===== src/common/irq_pkg.sv =====
// constants shared by the interrupt controller and the core dispatch end
// assumes one clock domain and 8-bit register space
package irq_pkg;
   // register offsets in the core register space
   localparam logic [7:0] CLR_LOW_OFS  = 8'hDA;
   localparam logic [7:0] CLR_MID_OFS  = 8'hDB;
   localparam logic [7:0] CLR_HIGH_OFS = 8'hDC;
   localparam logic [7:0] SOFT_CTL_OFS = 8'hDE;
   localparam logic [7:0] MASK_HI_OFS  = 8'hDF;
   localparam logic [7:0] MASK_LO_OFS  = 8'hE0;
   localparam logic [7:0] MASK_MID_OFS = 8'hE1;
   // reset values
   localparam logic [7:0]  REG_RST     = 8'h00;
   localparam logic [23:0] POSTED_RST  = 24'h000000;
   // soft_irq_enable position in irq_soft_control
   localparam int          SOFT_EN_BIT = 7;
   // reserved bit 7 of irq_posted_clear_high
   localparam logic [23:0] VIEW_USED   = 24'h7FFFFF;
   // number of real sources
   localparam int          NSRC        = 23;
   // view bit of each source, in priority order
   localparam logic [4:0] PRIO_POS [NSRC] = '{
      5'h00, 5'h01, 5'h02, 5'h03, 5'h04, 5'h07, 5'h05, 5'h08,
      5'h09, 5'h0A, 5'h0B, 5'h0C, 5'h0D, 5'h0E, 5'h0F, 5'h10,
      5'h11, 5'h12, 5'h13, 5'h14, 5'h15, 5'h16, 5'h06};
   // priority number of each entry above
   localparam logic [4:0] PRIO_NUM [NSRC] = '{
      5'h01, 5'h02, 5'h03, 5'h04, 5'h05, 5'h06, 5'h07, 5'h08,
      5'h09, 5'h0A, 5'h0B, 5'h0C, 5'h0D, 5'h0E, 5'h0F, 5'h10,
      5'h11, 5'h12, 5'h13, 5'h14, 5'h15, 5'h16, 5'h19};
   // vectors are four bytes apart
   localparam int          VEC_SHIFT   = 2;
   // dispatch timing, counted from the start cycle
   localparam logic [3:0]  DISP_LAST   = 4'hC;
   localparam logic [3:0]  STEP_PCH    = 4'h0;
   localparam logic [3:0]  STEP_PCL    = 4'h1;
   localparam logic [3:0]  STEP_FLAGS  = 4'h2;
   localparam logic [3:0]  STEP_FCLR   = 4'h3;
   localparam logic [3:0]  STEP_ACK    = 4'h4;
   // long jump in the vector table, executed by the core
   localparam int          LONG_JUMP_INSTR_CYCLES = 7;
   // global_irq_enable position in the flag register
   localparam int          GIE_BIT     = 0;
   localparam logic [7:0]  FLAGS_RST   = 8'h00;
   localparam logic [7:0]  PC_HIGH_VEC = 8'h00;
   // dispatch sequencer states
   typedef enum logic {DS_IDLE, DS_RUN} disp_state_e;
endpackage : irq_pkg


===== src/common/irq_link_if.sv =====
// link between interrupt controller and core dispatch end
// assumes both ends on the same clock
`timescale 1ns/1ps
interface irq_link_if;
   logic       irq_req; // a pending, unmasked request exists
   logic [7:0] irq_vec; // vector of highest pending request
   logic       irq_ack; // one-cycle acknowledge from the core
   modport ctrl (output irq_req, output irq_vec, input irq_ack);
   modport core (input irq_req, input irq_vec, output irq_ack);
endinterface : irq_link_if


===== src/rtl/irq_ctrl_device.sv =====
// interrupt controller: posted latches, masks, clear regs, encoder
// assumes sources pulse on CORE_CLK; core end speaks irq_link_if
//
// Function
// - request active on event, unmask, or enable
// - dispatch only at an instruction boundary
// - dispatch lasts exactly 13 cycles
// - push high pc, low pc, flags
// - flags cleared after stacking
// - pc high zero, low gets vector
// - return restores pc and flags
// - pending requests dispatched after return first
// - latency: finish plus 13 plus 7
// - clear register reads show posted bits
// - soft off: zero clears, one ignored
// - soft on: one posts, zero ignored
// - low clear register bit layout
// - mid clear register bit layout
// - high clear register bit layout
// - mask gates pending, never posting
// - every mask bit independent
// - soft enable bit 7, resets zero
// - encoder offers highest pending to core
// - lower number wins, vectors four apart
// - posted stays until taken or cleared
`timescale 1ns/1ps
module irq_ctrl_device (
   input  wire logic        CORE_CLK,   // cpu clock
   input  wire logic        RST_N,      // async reset, active low
   input  wire logic        CE,         // clock enable, freezes all
   input  wire logic [23:0] SRC_EVENT,  // source pulses, view order
   input  wire logic [7:0]  REG_ADDR,   // register address
   input  wire logic [7:0]  REG_WDATA,  // write data
   input  wire logic        REG_WR,     // write strobe
   input  wire logic        REG_RD,     // read strobe
   output logic      [7:0]  REG_RDATA,  // read data, next cycle
   output logic      [23:0] POSTED,     // posted latches
   irq_link_if.ctrl         link        // to the core end
);

   // posted latches in register view order
   logic [23:0] posted_q;
   logic [23:0] posted_d;
   // mask bits in the same order
   logic [23:0] mask_q;
   // soft interrupt control register
   logic [7:0]  soft_ctl_q;
   // read data register
   logic [7:0]  rdata_q;
   // link outputs
   logic        req_q;
   logic [7:0]  vec_q;
   // view bit of the source presented to the core
   logic [4:0]  sel_pos_q;
   // software write effects
   logic [23:0] sw_set;
   logic [23:0] sw_clr;
   // acknowledge effect
   logic [23:0] ack_clr;
   // pending vector and encoder result
   logic [23:0] pending;
   logic        enc_hit;
   logic [4:0]  enc_pos;
   logic [4:0]  enc_num;
   // write lane select per clear register
   logic [2:0]  clr_sel;
   logic        soft_en;

   assign soft_en = soft_ctl_q[irq_pkg::SOFT_EN_BIT];

   // decode which clear register is written
   always_comb
   begin
      clr_sel[0] = REG_WR && (REG_ADDR == irq_pkg::CLR_LOW_OFS);
      clr_sel[1] = REG_WR && (REG_ADDR == irq_pkg::CLR_MID_OFS);
      clr_sel[2] = REG_WR && (REG_ADDR == irq_pkg::CLR_HIGH_OFS);
   end

   // write data mapped to set and clear masks
   always_comb
   begin
      sw_set = '0;
      sw_clr = '0;
      for (int r = 0; r < 3; r++)
      begin
         if (clr_sel[r])
         begin
            // soft on: ones post, zeros ignored
            if (soft_en)
            begin
               sw_set[8*r +: 8] = REG_WDATA;
            end
            // soft off: zeros clear, ones ignored
            else
            begin
               sw_clr[8*r +: 8] = ~REG_WDATA;
            end
         end
      end
   end

   // acknowledged source loses its latch
   always_comb
   begin
      ack_clr = '0;
      if (link.irq_ack)
      begin
         ack_clr[sel_pos_q] = 1'b1;
      end
   end

   // next posted state: any set wins over any clear
   always_comb
   begin
      posted_d = ((posted_q & ~sw_clr & ~ack_clr)
                  | SRC_EVENT | sw_set) & irq_pkg::VIEW_USED;
   end

   // posted latch register
   always_ff @(posedge CORE_CLK or negedge RST_N)
   begin
      if (!RST_N)
      begin
         posted_q <= irq_pkg::POSTED_RST;
      end
      else if (CE)
      begin
         posted_q <= posted_d;
      end
   end

   // mask registers, one lane each, bits independent
   always_ff @(posedge CORE_CLK or negedge RST_N)
   begin
      if (!RST_N)
      begin
         mask_q <= '0;
      end
      else if (CE && REG_WR)
      begin
         // each write touches only its own lane
         case (REG_ADDR)
            irq_pkg::MASK_LO_OFS:  mask_q[7:0]   <= REG_WDATA;
            irq_pkg::MASK_MID_OFS: mask_q[15:8]  <= REG_WDATA;
            irq_pkg::MASK_HI_OFS:  mask_q[23:16] <= REG_WDATA;
            default:               mask_q        <= mask_q;
         endcase
      end
   end

   // soft control register, only bit 7 is kept
   always_ff @(posedge CORE_CLK or negedge RST_N)
   begin
      if (!RST_N)
      begin
         soft_ctl_q <= irq_pkg::REG_RST;
      end
      else if (CE && REG_WR && (REG_ADDR == irq_pkg::SOFT_CTL_OFS))
      begin
         // reserved bits stay zero
         soft_ctl_q <= {REG_WDATA[irq_pkg::SOFT_EN_BIT], 7'h00};
      end
   end

   // mask gates only the path to the encoder
   assign pending = posted_q & mask_q & irq_pkg::VIEW_USED;

   // priority encoder: lowest priority number wins
   always_comb
   begin
      enc_hit = 1'b0;
      enc_pos = '0;
      enc_num = '0;
      // scan from lowest precedence up so the best one lands last
      for (int i = irq_pkg::NSRC - 1; i >= 0; i--)
      begin
         if (pending[irq_pkg::PRIO_POS[i]])
         begin
            enc_hit = 1'b1;
            enc_pos = irq_pkg::PRIO_POS[i];
            enc_num = irq_pkg::PRIO_NUM[i];
         end
      end
   end

   // registered request and vector toward the core
   always_ff @(posedge CORE_CLK or negedge RST_N)
   begin
      if (!RST_N)
      begin
         req_q     <= 1'b0;
         vec_q     <= irq_pkg::REG_RST;
         sel_pos_q <= '0;
      end
      else if (CE)
      begin
         // ack cycle: hold off a stale request for one cycle
         req_q     <= enc_hit && !link.irq_ack;
         vec_q     <= {1'b0, enc_num, 2'b00};
         sel_pos_q <= enc_pos;
      end
   end

   // read mux: clear regs show posted, masks show masks
   always_ff @(posedge CORE_CLK or negedge RST_N)
   begin
      if (!RST_N)
      begin
         rdata_q <= irq_pkg::REG_RST;
      end
      else if (CE && REG_RD)
      begin
         case (REG_ADDR)
            irq_pkg::CLR_LOW_OFS:  rdata_q <= posted_q[7:0];
            irq_pkg::CLR_MID_OFS:  rdata_q <= posted_q[15:8];
            irq_pkg::CLR_HIGH_OFS: rdata_q <= posted_q[23:16];
            irq_pkg::SOFT_CTL_OFS: rdata_q <= soft_ctl_q;
            irq_pkg::MASK_LO_OFS:  rdata_q <= mask_q[7:0];
            irq_pkg::MASK_MID_OFS: rdata_q <= mask_q[15:8];
            irq_pkg::MASK_HI_OFS:  rdata_q <= mask_q[23:16];
            // unmapped addresses read zero
            default:               rdata_q <= irq_pkg::REG_RST;
         endcase
      end
   end

   // outputs straight from flops
   assign REG_RDATA    = rdata_q;
   assign POSTED       = posted_q;
   assign link.irq_req = req_q;
   assign link.irq_vec = vec_q;

endmodule : irq_ctrl_device


===== src/flat_wrapper.sv =====
// flat-port wrapper written by rule: the top's interface ports become plain ports
module irq_ctrl_device_flat 
  (CORE_CLK, RST_N, CE, SRC_EVENT, REG_ADDR, REG_WDATA, REG_WR, REG_RD, REG_RDATA, POSTED, link_irq_req, link_irq_vec, link_irq_ack);
  irq_link_if link_i ();
  input  wire logic CORE_CLK;
  input  wire logic RST_N;
  input  wire logic CE;
  input  wire logic [23:0] SRC_EVENT;
  input  wire logic [7:0] REG_ADDR;
  input  wire logic [7:0] REG_WDATA;
  input  wire logic REG_WR;
  input  wire logic REG_RD;
  output logic      [7:0] REG_RDATA;
  output logic      [23:0] POSTED;
  output wire logic [$bits(link_i.irq_req)-1:0] link_irq_req;
  output wire logic [$bits(link_i.irq_vec)-1:0] link_irq_vec;
  input wire logic [$bits(link_i.irq_ack)-1:0] link_irq_ack;
  assign link_irq_req = link_i.irq_req;
  assign link_irq_vec = link_i.irq_vec;
  assign link_i.irq_ack = link_irq_ack;
  irq_ctrl_device u_core (.CORE_CLK(CORE_CLK), .RST_N(RST_N), .CE(CE), .SRC_EVENT(SRC_EVENT), .REG_ADDR(REG_ADDR), .REG_WDATA(REG_WDATA), .REG_WR(REG_WR), .REG_RD(REG_RD), .REG_RDATA(REG_RDATA), .POSTED(POSTED), .link(link_i));
endmodule

===== config.mk =====
export PLATFORM = sky130hd
export DESIGN_NAME = irq_ctrl_device_flat
export DESIGN_NICKNAME = d
export VERILOG_FILES = /design/src/common/irq_pkg.sv /design/src/common/irq_link_if.sv /design/src/rtl/irq_ctrl_device.sv /design/src/flat_wrapper.sv
export SDC_FILE = /design/constraint.sdc
export NUM_CORES = 1
export LEC_CHECK = 0
export BUFFER_PORTS_ARGS = -buffer_cell sky130_fd_sc_hd__buf_2
export CAP_MARGIN = 20
export CORE_MARGIN = 3
export CORE_UTILIZATION = 30
export CTS_BUF_LIST = sky130_fd_sc_hd__clkbuf_16
export CTS_CLUSTER_DIAMETER = 50
export DETAILED_ROUTE_END_ITERATION = 7
export PLACE_DENSITY = 0.6
export SLEW_MARGIN = 30
export SYNTH_ARGS = -nofsm -noshare
export SYNTH_HDL_FRONTEND = slang
export SYNTH_SLANG_ARGS = --single-unit

===== constraint.sdc =====
create_clock -name CORE_CLK -period 5.63 [get_ports CORE_CLK]
set_clock_uncertainty 0.2 [all_clocks]
set_input_delay 1.126 -clock CORE_CLK [delete_from_list [all_inputs] [get_ports CORE_CLK]]
set_output_delay 1.126 -clock CORE_CLK [all_outputs]
set_load 0.005 [all_outputs]

==> reports/summary.txt <==
Outcome - finished, final reports clean
Antenna Cells - 0
GRT Total Usage - 20.18%
Max_slew headroom - 37.83%
Worst-skew pair later-pin latency - 0.33 ns
Worst vdd ir - 0.1199 mV
Post-synthesis register bit count - 67
Data arrival, critical path - 3.28 ns
Final Critical Period - 3.265 ns
# H-tree levels - 3
Post-Syn Instances - 436
Die width - 122.7 microns
Vias - 4021
RSZ-0062 raised after global routing - no
# hold bufs at CTS - 0
Kind of critical path - in2reg
Setup ws final - 2.365 ns
Hold Violations, Final - 0
Via density per instance - 5.819
Netlist cell types - 68
Final slew viol count - 0
Core Region - 0.01330 sq mm
# Post-CTS Setup Buffers - 0
Tcrit/Tclk final - 58.00%
Max-Cap Viols - 0
Post-synthesis sequential area ratio - 41.02%
Pre-antenna DRT Iters - 5
Setup Viol. Count Final - 0
GRT Residual Overflow - 0
DRT iter0 DRCs - 329
CP Capture Type - register
Post-CTS sizing - 0
# nets final - 557
Dpl ws - 2.053 ns
CTS buffer count - 9
Vias in the first global route - 3926
Share of cells above drive strength 1 - 25.24%
Area of the die - 0.01506 sq mm
P_leak - 2.081 nW
Post-synth EDFFs - 0
Sum Neg Setup Slack - 0 ns
Crit path launch type - input pin
Post-route DRC - 0
Fmax - 0.3062 GHz
Routability Congestion - 0.9136
Syn. warnings - 0
Largest net degree at the start of global routing - 37
Antenna violations before repair - 0
Power Dens Cells - 269.8 mW/mm^2
Rows - 42
Total clock sinks - 67
CTS tree - done
Global-route wire length before repair - 22.89 mm
Slew @ Worst Pin - 0.9248 ns
Hold WS - 0.2741 ns
Clk buf depth - 2
Post-Syn Area - 0.004088 sq mm
HPWL Detailed - 11.20 mm
I/O pin cnt - 87
Die Y - 122.7 microns
IO Port Bufs - 81
Worst Hold Class - reg2reg
Most used DFF post-synth - dfrtp_1
Worst endpoint required time - 5.64 ns
Asr flop ratio synth - 100.0%
Routed Antenna Nets - 0
Area grow syn2layout - 20.14%
Wire per inst - 21.28 microns
Most common cell after layout, fill and taps aside - buf_2
Drt total wl - 14.71 mm
Starting density of the core - 30.75%
Root Buffer - clkbuf_16
Crit path max fanout - 14
Worst-path clk slew - 0.05 ns
Most frequent cells in the layout - buf_2, dfrtp_1, nand2_1
R2R Setup Slk - 3.33 ns
Mean post-synth cell area - 9.375 sq um
-- report_power, final --
group          switching, mW  total (mW)  internal (mW)
combinational          0.139       0.230         0.0908
clock                  0.198       0.531          0.333
sequential            0.0505       0.564          0.513
total                  0.387        1.32          0.937
-- worst max-delay path, stage by stage --
cell    delay, ns
buf_2        0.12
or3b_1       0.43
nor3_2       0.64
and4_1       0.56
mux2_2       0.39
-- layer usage --
metal | track usage, % | share of wire (%) | up-vias
li1 | - | - | 1838
met1 | 28.32 | 45 | 1981
met2 | 30.78 | 46 | 174
met3 | 4.562 | 7.1 | 28
met4 | 6.578 | 2.1 | 0
met5 | 0 | 0 | -
-- flip-flops by register name, summed over array words and instances, names as in the netlist --
name                 flops
u_core.POSTED           23
u_core.link.irq_vec      5
u_core.sel_pos_q         5
u_core.mask_q           24
u_core.link.irq_req      1
u_core.REG_RDATA         8
u_core.soft_ctl_q        1
-- cell usage after synthesis (2+ instances only) --
master      n  area, sq um
dfrtp_1    67         1677
nand2_1    47        176.4
o21ai_0    40        200.2
a21oi_1    29        145.1
mux2_2     21        236.5
nor2_1     21        78.83
a22oi_1    12        90.09
clkbuf_1   12        45.04
nand3_1    10        50.05
a22o_1      9        78.83
mux2i_1     9        90.09
o32a_1      9        90.09
nand2b_1    8        50.05
nand4_1     7        43.79
o21ai_1     7        35.03
buf_2       6        30.03
inv_1       6        22.52
and3_1      5        31.28
o211ai_1    5        37.54
o22ai_1     5        31.28
o41ai_1     5        43.79
or3_1       5        31.28
a221o_1     4        40.04
a31oi_1     4        25.02
buf_4       4        30.03
nor3_1      4        20.02
o21a_1      4        30.03
o22a_1      4        35.03
o2bb2a_1    4        40.04
o2bb2ai_1   4        35.03
a21boi_0    3        22.52
a221oi_1    3        26.28
a32o_1      3        30.03
and2_1      3        18.77
o31ai_1     3        22.52
or2_1       3        18.77
a311oi_1    2        17.52
a41oi_1     2        17.52
mux2_1      2        22.52
nand3b_1    2        15.01
nand4b_1    2        17.52
nor2b_1     2        12.51
nor3_2      2        20.02
o21bai_1    2        15.01
or2_2       2        12.51
-- logic make-up after synthesis --
logic type             count (synthesis)  share of synthesized area (%)
multiplexers                          32                          8.540
other                                  1                        0.09174
AND/OR/NAND/NOR                      136                          18.46
buffers and inverters                 30                          3.306
AO/OA/AOI/OAI                        170                          28.59
flip-flops                            67                          41.02
-- layout make-up --
class	count	area (sq um)
sequential	67	1677
multi-input combinational	342	2287
clock buffer	9	225.2
timing repair buffer	83	420.4
clock inverter	6	51.30
fill	1413	8384
inverter	8	30.03
tap	176	220.2
-- metrics by stage --
| step | utilization, % | power (mW) | cell area [sq um] | std cells |
|---|---|---|---|---|
| after floorplan | - | 0.6849 | 4099 | 439 |
| after global placement | 34.86 | 0.7975 | 4634 | 676 |
| after detailed placement | 34.86 | 0.7996 | 4634 | 676 |
| after CTS | 36.94 | 1.333 | 4911 | 691 |
| after global routing | 36.94 | 1.391 | 4911 | 691 |
| final | 36.94 | 1.325 | 4911 | 691 |
-- worst paths after layout --
kind,start,depth (start not counted),end
worst max-delay path,REG_ADDR[3],5,u_core.mask_q[10]$_DFFE_PN0P_
worst min-delay path,u_core.REG_RDATA[7]$_DFFE_PN0P_,1,u_core.REG_RDATA[7]$_DFFE_PN0P_
worst max register to register,u_core.POSTED[14]$_DFFE_PN0P_,5,u_core.link.irq_vec[4]$_DFFE_PN0P_
worst min register to register,u_core.REG_RDATA[7]$_DFFE_PN0P_,1,u_core.REG_RDATA[7]$_DFFE_PN0P_
max in group asynchronous,RST_N,2,u_core.REG_RDATA[6]$_DFFE_PN0P_
min in group asynchronous,RST_N,1,u_core.POSTED[14]$_DFFE_PN0P_
Power figures use the tool's default switching activity.
